--- src/common/pmp_pkg.sv ---
// constants and types shared by the port power-management preload loader
package pmp_pkg;
    // register port and preload store geometry
    localparam int ADDR_W = 12;
    localparam int DATA_W = 32;
    localparam int WORD_W = 16;
    localparam int MEM_AW = 8;
    localparam int PSEL_LSB = 8;
    localparam int PSEL_W = 4;

    // configuration offsets inside one port's space
    localparam logic [7:0] OFS_PM_CAP = 8'h40;
    localparam logic [7:0] OFS_PM_CSR = 8'h44;
    // loader control and status, outside every port's space while NUM_PORTS stays below 16
    localparam logic [ADDR_W-1:0] ADDR_LDR = 12'hF00;
    localparam int LDR_START_BIT = 0;
    localparam int LDR_BUSY_BIT = 0;
    localparam int LDR_DONE_BIT = 1;
    localparam int LDR_ABSENT_BIT = 2;

    // preload store: first word of the first port, two words a port
    localparam logic [MEM_AW-1:0] PRE_BASE = 8'h54;
    localparam int PORT_FIRST = 2;
    localparam int NUM_PORTS_DEF = 4;

    // fields of the first preload word
    localparam int W_NSR_BIT = 0;
    localparam int W_AUX_LSB = 1;
    localparam int W_D1_BIT = 4;
    localparam int W_D2_BIT = 5;
    localparam int W_PME_LSB = 6;
    // field of the second preload word
    localparam int W_DATA_LSB = 8;

    // fields of the capability register (40h)
    localparam int CAP_ID_LSB = 0;
    localparam int CAP_NEXT_LSB = 8;
    localparam int CAP_VER_LSB = 16;
    localparam int CAP_AUX_LSB = 22;
    localparam int CAP_D1_BIT = 25;
    localparam int CAP_D2_BIT = 26;
    localparam int CAP_PME_LSB = 28;
    localparam logic [7:0] CAP_ID = 8'h01;
    localparam logic [2:0] CAP_VER = 3'h3;

    // fields of the control/status register (44h)
    localparam int CSR_PWR_LSB = 0;
    localparam int CSR_NSR_BIT = 3;
    localparam int CSR_DATA_LSB = 24;

    // values kept when no store is fitted
    localparam logic [7:0] RST_PM_BYTE = 8'h00;
    localparam logic [7:0] RST_DATA_BYTE = 8'h00;
    localparam logic [1:0] RST_PWR = 2'h0;

    typedef enum logic [1:0] {
        ST_IDLE = 2'b00,
        ST_PM = 2'b01,
        ST_DATA = 2'b11,
        ST_DONE = 2'b10
    } pmp_state_t;
endpackage

--- src/pmp_port_regs.sv ---
// power-management capability and control/status registers of one port
module pmp_port_regs
    import pmp_pkg::*;
(
    // clock and reset
    input wire logic clk_in,
    input wire logic rstn_in,
    // preload side
    input wire logic ld_pm_in,
    input wire logic ld_data_in,
    input wire logic [WORD_W-1:0] word_in,
    // software side
    input wire logic pwr_we_in,
    input wire logic [1:0] pwr_in,
    input wire logic [7:0] next_ptr_in,
    // register images
    output logic [DATA_W-1:0] cap_out,
    output logic [DATA_W-1:0] csr_out
);
    typedef struct packed {
        logic [7:0] pm;
        logic [7:0] data;
        logic [1:0] pwr;
    } pmp_port_st_t;

    localparam pmp_port_st_t PORT_RST = '{RST_PM_BYTE, RST_DATA_BYTE, RST_PWR};

    pmp_port_st_t st_q;
    pmp_port_st_t st_d;

    always_comb
    begin
        st_d = st_q;
        if (ld_pm_in)
        begin
            st_d.pm = word_in[7:0];
        end
        if (ld_data_in)
        begin
            st_d.data = word_in[W_DATA_LSB+:8];
        end
        if (pwr_we_in)
        begin
            st_d.pwr = pwr_in;
        end
    end

    always_ff @(posedge clk_in or negedge rstn_in)
    begin
        if (!rstn_in)
        begin
            st_q <= PORT_RST;
        end
        else
        begin
            st_q <= st_d;
        end
    end

    // preloaded fields are not writable from the register port
    always_comb
    begin
        cap_out = '0;
        cap_out[CAP_ID_LSB+:8] = CAP_ID;
        cap_out[CAP_NEXT_LSB+:8] = next_ptr_in;
        cap_out[CAP_VER_LSB+:3] = CAP_VER;
        cap_out[CAP_AUX_LSB+:3] = st_q.pm[W_AUX_LSB+:3];
        cap_out[CAP_D1_BIT] = st_q.pm[W_D1_BIT];
        cap_out[CAP_D2_BIT] = st_q.pm[W_D2_BIT];
        cap_out[CAP_PME_LSB+:2] = st_q.pm[W_PME_LSB+:2];
        csr_out = '0;
        csr_out[CSR_PWR_LSB+:2] = st_q.pwr;
        csr_out[CSR_NSR_BIT] = st_q.pm[W_NSR_BIT];
        csr_out[CSR_DATA_LSB+:8] = st_q.data;
    end
endmodule

--- src/pmp_top.sv ---
// preload loader for per-port power-management settings, with register port
// Contract
// - first word bit 0 goes to no-soft-reset, bit 3 of offset 44h.
// - first word bits 3:1 go to aux current, bits 24:22 of 40h.
// - first word bit 4 sets read-only D1 support, bit 25 of 40h.
// - first word bit 5 sets read-only D2 support, bit 26 of 40h.
// - first word bits 7:6 go to PME support bits 29:28 of 40h.
// - second word bits 15:8 give read-only data byte, bits 31:24 of 44h.
// - first words of ports 3, 4, 5 come from 56h, 58h, 5Ah.
// - data words of ports 2, 3, 4 come from 55h, 57h, 59h.
//
// Chosen here: strobed register access and the placing of the registers.
module pmp_top
    import pmp_pkg::*;
#(
    parameter int NUM_PORTS = NUM_PORTS_DEF,
    parameter logic [7:0] NEXT_PTR = 8'h00
)
(
    // clock and reset
    input wire logic clk_in,
    input wire logic rstn_in,
    // register port
    input wire logic [ADDR_W-1:0] reg_addr_in,
    input wire logic [DATA_W-1:0] reg_wdata_in,
    input wire logic reg_wr_in,
    input wire logic reg_rd_in,
    output logic [DATA_W-1:0] reg_rdata_out,
    // preload store
    input wire logic mem_present_in,
    output logic mem_req_out,
    output logic [MEM_AW-1:0] mem_addr_out,
    input wire logic mem_ack_in,
    input wire logic [WORD_W-1:0] mem_data_in,
    // status
    output logic cfg_ready_out
);
    localparam int PORT_W = (NUM_PORTS > 1) ? $clog2(NUM_PORTS) : 1;
    localparam logic [PORT_W-1:0] LAST_PORT = PORT_W'(NUM_PORTS - 1);

    // the store window must end within the byte address space
    if (NUM_PORTS < 1 || NUM_PORTS > 16 ||
        int'(PRE_BASE) + 2 * NUM_PORTS > 256)
    begin : g_bad_ports
        $error("pmp_top: NUM_PORTS out of range");
    end

    typedef struct packed {
        pmp_state_t state;
        logic [PORT_W-1:0] port;
        logic pending;
        logic absent;
        logic req;
        logic [MEM_AW-1:0] addr;
        logic [DATA_W-1:0] rdata;
    } pmp_top_st_t;

    // a load is pending from reset so the ports fill without software help
    localparam pmp_top_st_t TOP_RST = '{ST_IDLE, '0, 1'b1, 1'b0, 1'b0,
                                        '0, '0};

    pmp_top_st_t st_q;
    pmp_top_st_t st_d;

    logic [NUM_PORTS-1:0] ld_pm;
    logic [NUM_PORTS-1:0] ld_data;
    logic [NUM_PORTS-1:0] pwr_we;
    logic [DATA_W-1:0] cap_img [NUM_PORTS];
    logic [DATA_W-1:0] csr_img [NUM_PORTS];
    logic ready;
    logic [PSEL_W-1:0] psel;
    logic [7:0] ofs;
    logic psel_ok;

    assign ready = (st_q.state == ST_DONE);
    assign psel = reg_addr_in[PSEL_LSB+:PSEL_W];
    assign ofs = reg_addr_in[7:0];
    assign psel_ok = (int'(psel) < NUM_PORTS);

    // one register bank per port
    genvar gi;
    generate
        for (gi = 0; gi < NUM_PORTS; gi++)
        begin : g_port
            assign pwr_we[gi] = ready && reg_wr_in && psel_ok &&
                                (int'(psel) == gi) && (ofs == OFS_PM_CSR);
            pmp_port_regs u_regs (
                .clk_in(clk_in),
                .rstn_in(rstn_in),
                .ld_pm_in(ld_pm[gi]),
                .ld_data_in(ld_data[gi]),
                .word_in(mem_data_in),
                .pwr_we_in(pwr_we[gi]),
                .pwr_in(reg_wdata_in[CSR_PWR_LSB+:2]),
                .next_ptr_in(NEXT_PTR),
                .cap_out(cap_img[gi]),
                .csr_out(csr_img[gi])
            );
        end
    endgenerate

    always_comb
    begin
        st_d = st_q;
        ld_pm = '0;
        ld_data = '0;
        case (st_q.state)
            ST_IDLE:
            begin
                if (st_q.pending)
                begin
                    st_d.pending = 1'b0;
                    st_d.port = '0;
                    if (mem_present_in)
                    begin
                        st_d.absent = 1'b0;
                        st_d.req = 1'b1;
                        st_d.addr = PRE_BASE;
                        st_d.state = ST_PM;
                    end
                    else
                    begin
                        // no store: values already held stay in place
                        st_d.absent = 1'b1;
                        st_d.state = ST_DONE;
                    end
                end
            end
            ST_PM:
            begin
                if (mem_ack_in)
                begin
                    ld_pm[st_q.port] = 1'b1;
                    // data word sits right after the first word
                    st_d.addr = st_q.addr + 8'h01;
                    st_d.state = ST_DATA;
                end
            end
            ST_DATA:
            begin
                if (mem_ack_in)
                begin
                    ld_data[st_q.port] = 1'b1;
                    if (st_q.port == LAST_PORT)
                    begin
                        st_d.req = 1'b0;
                        st_d.state = ST_DONE;
                    end
                    else
                    begin
                        // next port's first word sits right after this port's data word
                        st_d.port = st_q.port + 1'b1;
                        st_d.addr = st_q.addr + 8'h01;
                        st_d.state = ST_PM;
                    end
                end
            end
            ST_DONE:
            begin
                if (reg_wr_in && reg_addr_in == ADDR_LDR &&
                    reg_wdata_in[LDR_START_BIT])
                begin
                    st_d.pending = 1'b1;
                    st_d.state = ST_IDLE;
                end
            end
            default:
            begin
                st_d = TOP_RST;
            end
        endcase

        // read data stand for the one cycle after the strobe
        st_d.rdata = '0;
        if (reg_rd_in)
        begin
            if (reg_addr_in == ADDR_LDR)
            begin
                st_d.rdata[LDR_BUSY_BIT] = !ready;
                st_d.rdata[LDR_DONE_BIT] = ready;
                st_d.rdata[LDR_ABSENT_BIT] = st_q.absent;
            end
            else if (ready && psel_ok && ofs == OFS_PM_CAP)
            begin
                st_d.rdata = cap_img[psel[PORT_W-1:0]];
            end
            else if (ready && psel_ok && ofs == OFS_PM_CSR)
            begin
                st_d.rdata = csr_img[psel[PORT_W-1:0]];
            end
        end
    end

    always_ff @(posedge clk_in or negedge rstn_in)
    begin
        if (!rstn_in)
        begin
            st_q <= TOP_RST;
        end
        else
        begin
            st_q <= st_d;
        end
    end

    assign reg_rdata_out = st_q.rdata;
    assign mem_req_out = st_q.req;
    assign mem_addr_out = st_q.addr;
    assign cfg_ready_out = ready;
endmodule

--- config.mk ---
export PLATFORM = sky130hd
export DESIGN_NAME = pmp_top
export DESIGN_NICKNAME = d
export VERILOG_FILES = /design/src/common/pmp_pkg.sv /design/src/pmp_port_regs.sv /design/src/pmp_top.sv
export SDC_FILE = /design/constraint.sdc
export NUM_CORES = 1
export LEC_CHECK = 0
export ABC_CLOCK_PERIOD_IN_PS = 3800
export CORE_ASPECT_RATIO = 1.2
export CORE_MARGIN = 5
export CORE_UTILIZATION = 40
export CTS_CLUSTER_SIZE = 10
export DETAILED_ROUTE_END_ITERATION = 8
export DONT_BUFFER_PORTS = 1
export GPL_ROUTABILITY_DRIVEN = 0
export GPL_TIMING_DRIVEN = 1
export PLACE_DENSITY_LB_ADDON = 0.2
export SLEW_MARGIN = 20
export SYNTH_ARGS = -nofsm -noshare
export SYNTH_HDL_FRONTEND = slang
export SYNTH_SLANG_ARGS = --single-unit
--- constraint.sdc ---
create_clock -name clk_in -period 3.8 [get_ports clk_in]
set_input_delay 0.38 -clock clk_in [delete_from_list [all_inputs] [get_ports clk_in]]
set_output_delay 0.38 -clock clk_in [all_outputs]
set_load 0.005 [all_outputs]
**Word-level counts from Yosys, hierarchy flattened**

Index checks and enable logic that the tools add are counted.

- Bits in registers: 119
- Input port bits: 66
- Output and inout bits: 42
- Logic and storage cells: 106

- Order comparisons: 4
- Bitwise gates (word level): 1
- Eq/ne operators: 17
- Mux-type cells: 35
- Reduce and logical (&&, ||, !) cells: 28
- Add/sub/neg operators: 2

Operators with widths:

| cell | count |
|---|---|
| 32-bit 2-to-1 mux | 7 |
| 32-bit binary-select mux with 2-bit select | 2 |
| 29-bit 2-to-1 mux | 1 |
| 8-bit one-hot mux with 3 select lines | 1 |
| 9-bit 2-to-1 mux | 2 |
| 8-bit by 7-bit equality test with 1-bit output (second input constant) | 2 |
| 1-bit logical AND | 16 |
| 4-bit 2-to-1 mux | 4 |
| 8-bit 2-to-1 mux | 2 |
| 15-bit 2-to-1 mux | 1 |
| 12-bit equality test (second input constant) | 1 |
| 2-bit != test (second input constant) | 6 |
| 2-bit 2-to-1 mux | 5 |
| 8-bit by 1-bit adder with 8-bit output (second input constant) | 1 |
| 4-bit by 3-bit equality test with 1-bit output (second input constant) | 2 |
| 2-bit one-hot mux with 4 select lines | 1 |
| 4-bit AND reduction | 2 |
| 2-bit equality test (second input constant) | 3 |
| 6-bit AND reduction | 1 |
| 5-bit AND reduction | 1 |
| 4-bit by 2-bit equality test with 1-bit output (second input constant) | 1 |
| 4-bit logical NOT | 1 |
| 4-bit by 3-bit less-than comparator with 1-bit output (second input constant) | 1 |
| 1-bit 2-to-1 mux | 4 |
| other kinds (16) | 19 |

**Longest topological paths before layout**

Gate-level depths: netlist (run 1).

- Depth in word-level cells: 8
- Mapped depth: 6

**Modules after synthesis**

Synthesis (run 1) repeated with hierarchy kept, for this count alone.

- Cells, all modules: 697
- Area total of the unflattened synthesis: 8468.1 um^2

By module, submodules not included:

| module | cells an instance | instances | area an instance (um^2) | seq. area each (um^2) |
|---|---|---|---|---|
| pmp_port_regs | 86 | 4 | 1088.5 | 450.4 |
| pmp_top | 353 | 1 | 4113.9 | 1177.4 |

**Worst setup path after synthesis (run 1)**

No wires, ideal clock.

- Kind: reg-to-reg
- From: reg st_q[43] (netlist name)
- To: reg st_q (netlist bit mem_addr_out[0])
- Data required time: 3.675 ns
- Data arrival time: 1.601 ns
- Period minus slack after synthesis: 1.725 ns
- Stages on the path, launching flop included: 6
- Path slack: 2.075 ns
- Buffers on the path: 1
- Library setup time: 0.125 ns
- Cells stage by stage: dfrtp_1 -> ha_1 -> nand3b_1 -> nand3_1 -> clkbuf_1 -> mux2_2

- Cells in the longest elaborated chain, start to end: 3

RTL lines:

| item | RTL line | source |
|---|---|---|
| start, declared | pmp_top.sv:62 | `pmp_top_st_t st_q;` |
| start signal, assigned | pmp_top.sv:202 | `st_q <= st_d;` |
| 2-bit equality test | pmp_top.sv:144 | `if (st_q.port == LAST_PORT)` |
| 2-bit != test (no source line) | n/a |  |
| 6-bit AND reduction (no source line) | n/a |  |

No other way between the ends.
A chain may end at the register's enable or synchronous reset.

==> results.toml, run 1 <==
[worst_setup_path]
crit_arrival_ns = 2.72
critPathBufInv = 0
crit_family = "simple AND/OR/NAND/NOR gates"
crit_slowest_cell = "dfrtp_1"
path_class = "flop to flop"
start_kind = "flop"
cp_cell_sequence = "nand2b_1, nor4b_2, nand4_1, o22ai_1"
cp_max_fo = 26
end_kind = "flop"
required_ns = 4.02
r2r_cells = 4
cpPeakStageDelay_ns = 0.63
path_depth = 4

[clocking]
clockBufferDepth = 2
post_cts_buffers = 0
cts_tree = "done"
cts_hold_buf = 2
insertion_delay_ns = 0.35
cts_sinks = 102
htreeDepth = 3
cts_resized = 0
clkTransAtPathRegs_ns = 0.07
cts_root_buffer = "clkbuf_16"
cts_made_buffers = 9

[routing]
post-route-drc-count = 0
drt_wl_total_mm = 9.81
num_vias = 2674
ant_nets = 0
vias_per_cell = 5.21
first_iter_violations = 116
wl_per_cell_um = 19.1
dr.pass1.iters = 4

[timing]
max_freq_mhz = 401
fin_crit_sh = 0.656
whs_ns = 0.172
grt_setup_unrepaired = "false"
skew_ns = 0.00972
finalSetupViolCount = 0
worst_slew_margin_rel = 0.558
hold_viol = 0
tightest_slew_ns = 0.663
slew_viol_final = 0
layout_min_cycle_time_ns = 2.49
fin_tns_setup_ns = 0
finalWorstSetupSlack_ns = 1.31

[place]
port-buffer-count = 0
pre_cts_slack_ns = 1.30
dp.cells = 495
place_hpwl_mm = 6.56

[finish]
finalNonFillerCells = 513
layout.nets = 418
diodes = 0
fillers = 1107
final_util = 0.431
area_delta_synth_final_pct = 5.73
drive_gt1_frac = 0.321

[die]
pin_count = 108
core_um2 = 12100
start_util = 0.408
die_h_um = 131
dieWidth_um = 111
die-area_um2 = 14600
num_rows = 44

[yosys]
ys.flop_type = "dfrtp_1"
async_flop_share = 1.00
synth_seq_cells = 102
synthCells = 368
syn_avg_cell_area_um2 = 13.4
ys_seq_area_frac = 0.520
yosysUniqueCellTypes = 44
yosysWarnings = 0
syn_area_um2 = 4910
synth_edf_count = 0

[power]
irDropWorstVdd_mv = 0.211
powerDensity_nw_per_um2 = 669
p_leak_uw = 0.00232

[min_path]
hp-class = "primary input to flop"
hold_path_depth = 1

[grt]
grt_max_degree = 103
antenna_found_initial = 0
gr-total-overflow = 0
grt_pass1_wl_mm = 16.1
grt_pass1_vias = 2902
grt_usage = 0.141

[run_status]
outcome = "completed"

[job]
drv_cap = 0
==> report_power, final <==
group          switching (uW)  leakage, uW  internal, uW
Combinational             287     0.000854           500
Sequential                261      0.00132          1440
Clock                     407     0.000154           583
Total                     956      0.00232          2520
==> per-stage QoR <==
| stage | power (uW) | instance area [um^2] |
|---|---|---|
| after floorplan | 2390 | 4970 |
| after global placement | 2450 | 4830 |
| after detailed placement | 2500 | 4830 |
| after CTS | 3530 | 5190 |
| after global routing | 3710 | 5190 |
| final | 3480 | 5190 |
==> worst paths after layout <==
| check | slack (ns) | end | start |
|---|---|---|---|
| worst min-delay path | 0.17 | g_port[0].u_regs.csr_out[1] | reg_wdata_in[1] |
| min in group asynchronous | 0.64 | g_port[0].u_regs.csr_out[30] | rstn_in |
| worst max-delay path | 1.31 | reg_rdata_out[24] | st_q[45] |
| max in group asynchronous | 2.74 | reg_rdata_out[28] | rstn_in |
| worst min register to register | 0.50 | g_port[2].u_regs.csr_out[3] | g_port[2].u_regs.csr_out[3] |
| worst max register to register | 1.31 | reg_rdata_out[24] | st_q[45] |
==> registers in the layout, summed over array words and instances (netlist names) <==
name	count
g_port.u_regs.cap_out	28
g_port.u_regs.csr_out	44
mem_addr_out	8
mem_req_out	1
reg_rdata_out	15
st_q	6
==> synth_stat cells (2+ instances only) <==
cell type | instances | area share
mux2_2 | 71 | 0.16
nand3_1 | 9 | 0.0092
and3_1 | 3 | 0.0038
o21ai_0 | 3 | 0.0031
buf_2 | 2 | 0.0020
a311oi_1 | 2 | 0.0036
nand3b_1 | 2 | 0.0031
buf_4 | 40 | 0.061
clkbuf_1 | 5 | 0.0038
nand2b_1 | 3 | 0.0038
a21oi_1 | 7 | 0.0071
nor3b_1 | 6 | 0.0092
nand2_1 | 5 | 0.0038
nor4b_2 | 3 | 0.0092
nor3_1 | 3 | 0.0031
o21ai_1 | 2 | 0.0020
inv_1 | 19 | 0.015
xnor2_1 | 2 | 0.0036
dfrtp_1 | 101 | 0.51
mux2_1 | 2 | 0.0046
o22ai_1 | 6 | 0.0076
buf_1 | 2 | 0.0015
nor2_1 | 11 | 0.0084
ha_1 | 5 | 0.013
nor2b_1 | 8 | 0.010
nand4_1 | 11 | 0.014
mux4_2 | 18 | 0.083
==> cells in the final DEF, fill, tap and decap left out, types with 3 or more instances in the layout <==
master     instances
mux4_2            18
nand4_1           11
nor4b_2            3
clkbuf_16          9
nor3b_1            6
a21oi_1            7
o22ai_1            6
mux2_2            71
conb_1            16
inv_1             19
o21ai_0            3
ha_1               5
nand2b_1           3
nand3_1            9
nand2_1            5
nor2b_1            8
dfrtp_1          101
nor3_1             3
and3_1             3
nor2_1            11
==> cells by family after synthesis <==
family                   Yosys count  share of synthesized area
flip-flops                       102                      0.520
buffers and inverters             69                     0.0838
AO/OA/AOI/OAI                     26                     0.0341
AND/OR/NAND/NOR                   71                     0.0935
XOR/XNOR                           2                    0.00357
multiplexers                      92                      0.252
other                              1                   0.000763
adder cells (fa/ha/maj)            5                     0.0127
==> layer usage <==
layer | part of all wire | vias up | GRT usage
met1 | 0.43 | 1376 | 0.177
met5 | 0 | - | 0
li1 | - | 1233 | -
met4 | 0.011 | 0 | 0.0467
met2 | 0.50 | 58 | 0.226
met3 | 0.066 | 7 | 0.0511
==> layout make-up <==
| class | count | area, um^2 | area share |
|---|---|---|---|
| inverters | 20 | 75.1 | 0.0145 |
| flip-flops and latches | 102 | 2550 | 0.492 |
| clock buffers | 10 | 229 | 0.0441 |
| clock inverters | 6 | 93.8 | 0.0181 |
| well taps | 161 | 201 | 0.0388 |
| multi-input cells | 212 | 2000 | 0.386 |
| repair buffers | 2 | 37.5 | 0.00723 |
(Power assumes the default switching activity.)
==> inputs of run 2 (changes only) <==
- ABC_AREA: not set -> 1
- ABC_CLOCK_PERIOD_IN_PS: 3800 -> 2200
- clock period: 3.8 -> 2.2 ns (I/O delays scaled with it)
==> results.toml, run 2 <==
[run_status]
outcome = "complete, but fails checks"
violations = "hold timing"

[timing]
max_freq_mhz = 571
fin_tns_setup_ns = 0
slew_viol_final = 0
hold_viol = 102
grt_setup_unrepaired = "false"
fin_crit_sh = 0.796
layout_min_cycle_time_ns = 1.75
finalSetupViolCount = 0
skew_ns = 0.00745
whs_ns = -0.432

[worst_setup_path]
crit_arrival_ns = 2.00
required_ns = 2.45
cp_max_fo = 16
start_kind = "flop"
path_class = "flop to flop"
end_kind = "flop"

[die]
num_rows = 45
core_um2 = 12500
start_util = 0.403
pin_count = 108
die_h_um = 133
die-area_um2 = 14900
dieWidth_um = 112

[yosys]
ys_seq_area_frac = 0.507
netlist.area_leader.share = 0.502
synth-xor-area-share = 0
synth.most_common_cell = "nand2_1"
yosysUniqueCellTypes = 32
yosys.area_share.adder = 0.0124
yosys.area_share.simple = 0.218
yosysWarnings = 0
synth_top_family_by_area = "simple AND/OR/NAND/NOR gates"
synth_compound_area_frac = 0.116
synth_edf_count = 0
ys.flop_type = "dfrtp_1"
synthCells = 593
async_flop_share = 1.00
yosys.area.top_type = "dfrtp_1"
synthTopCellsByCount = "160 x nand2_1, 101 x dfrtp_1, 55 x inv_1"
syn_avg_cell_area_um2 = 8.49
syn_area_um2 = 5030
yosys-mux-area-fraction = 0.0201
synthTopCellsByArea = "dfrtp_1 50%, nand2_1 12%, buf_4 6.0%, o21ai_0 4.7%, inv_1 4.1%"
synth_seq_cells = 102

[routing]
drt_wl_total_mm = 11.4
vias_per_cell = 4.95
dr.pass1.iters = 4
post-route-drc-count = 0
num_vias = 3693
ant_nets = 0
wl_per_cell_um = 15.3
first_iter_violations = 293

[finish]
area_delta_synth_final_pct = 5.99
drive_gt1_frac = 0.101
largest_reg_flops = 44
diodes = 0
layout_commonest_cell = "nand2_1"
final_cell_mix = "160 x nand2_1, 101 x dfrtp_1, 55 x inv_1, 47 x o21ai_0, 38 x nor2_1"
layout.nets = 648
fillers = 1270

[clocking]
cts_tree = "done"
cts_root_buffer = "clkbuf_16"
htreeDepth = 3
cts_sinks = 102
clockBufferDepth = 2
cts_made_buffers = 9
insertion_delay_ns = 0.34
clkTransAtPathRegs_ns = 0.07
cts_hold_buf = 8

[grt]
antenna_found_initial = 0
grt_max_degree = 103
grt_pass1_wl_mm = 18.9
gr-total-overflow = 0
grt_usage = 0.158
grt_pass1_vias = 3640

[power]
p_total_uw = 4290
p_leak_uw = 0.00260
powerDensity_nw_per_um2 = 805
irDropWorstVdd_mv = 0.329

[place]
port-buffer-count = 0
place_hpwl_mm = 7.78

[min_path]
hp-class = "primary input to asynchronous set/reset pin"

[job]
drv_cap = 0
run 2: cell types whose count changed after synthesis, moves of 8 or more:
cell	delta
mux2_2	-62
nor2b_1	-8
nand3_1	+11
inv_1	+36
o22ai_1	+15
mux4_2	-18
inv_2	+11
o21ai_1	+17
nor2_1	+27
nand2_1	+155
o21ai_0	+44
run 2: logic make-up (layout without fill, tap and decap cells):
group	count (synthesis)	in the layout
buffers and inverters	121	95
DFF	102	102
and+or+nand+nor	250	250
adders and majority gates	5	5
AOI/OAI and AO/OA	105	105
other	1	16
muxes	9	9
run 2: timing repair:
| item | CTS | global route |
|---|---|---|
| setup buffers | 0 | 0 |
| gates resized for setup | 0 | 0 |
| endpoints found under the hold margin | 117 | 102 |
run 2: worst max-delay path, stage by stage, from the launching register on:
cell and delay (ns):
dfrtp_1 0.59, inv_2 0.13, nor2_2 0.26, nand3_2 0.37, o21ai_0 0.30
run 2: power by group:
group	leakage, uW	switching (uW)	internal, uW
clock	0.000144	725	927
sequential	0.00130	130	2070
combinational	0.00116	259	178
run 2: final cells by class:
cell class	instances	area, um^2	area share
clock buffers	11	243	0.0455
inverters	67	251	0.0471
clock inverters	5	65.1	0.0122
flip-flops and latches	102	2550	0.479
multi-input cells	385	1910	0.357
well taps	164	205	0.0385
repair buffers	12	110	0.0206
run 2: per-layer routing:
layer / vias up / share of wire / GRT usage
met5: - / 0 / 0
met4: 0 / 0.012 / 0.0488
met3: 11 / 0.055 / 0.0384
met2: 87 / 0.50 / 0.259
met1: 1768 / 0.44 / 0.206
li1: 1827 / - / -
run 2: path summary, 6_finish.rpt:
kind	start	to	slack, ns	depth (start not counted)
setup / recovery	st_q[45]	g_port[2].u_regs.csr_out[3]	0.45	4
hold / removal	rstn_in	mem_addr_out[0]	-0.43	0
setup reg to reg	st_q[45]	g_port[2].u_regs.csr_out[3]	0.45	4
hold reg to reg	g_port[2].u_regs.csr_out[0]	g_port[2].u_regs.csr_out[0]	0.48	2
max in group asynchronous	rstn_in	st_q[42]	2.41	0
min in group clk_in	mem_data_in[11]	g_port[0].u_regs.csr_out[27]	0.01	2
run 2: metrics by stage:
step                      hold WS (ns)  utilization  std cells  area, um^2  setup slack (ns)
after floorplan                -0.0756            -        608        5090             0.821
after global placement         -0.0728        0.396        722        4950             0.447
after detailed placement       -0.0728        0.396        722        4950             0.455
after CTS                       -0.444        0.427        746        5340             0.434
after global routing            -0.445        0.427        746        5340             0.211
final                           -0.432        0.427        746        5340             0.448
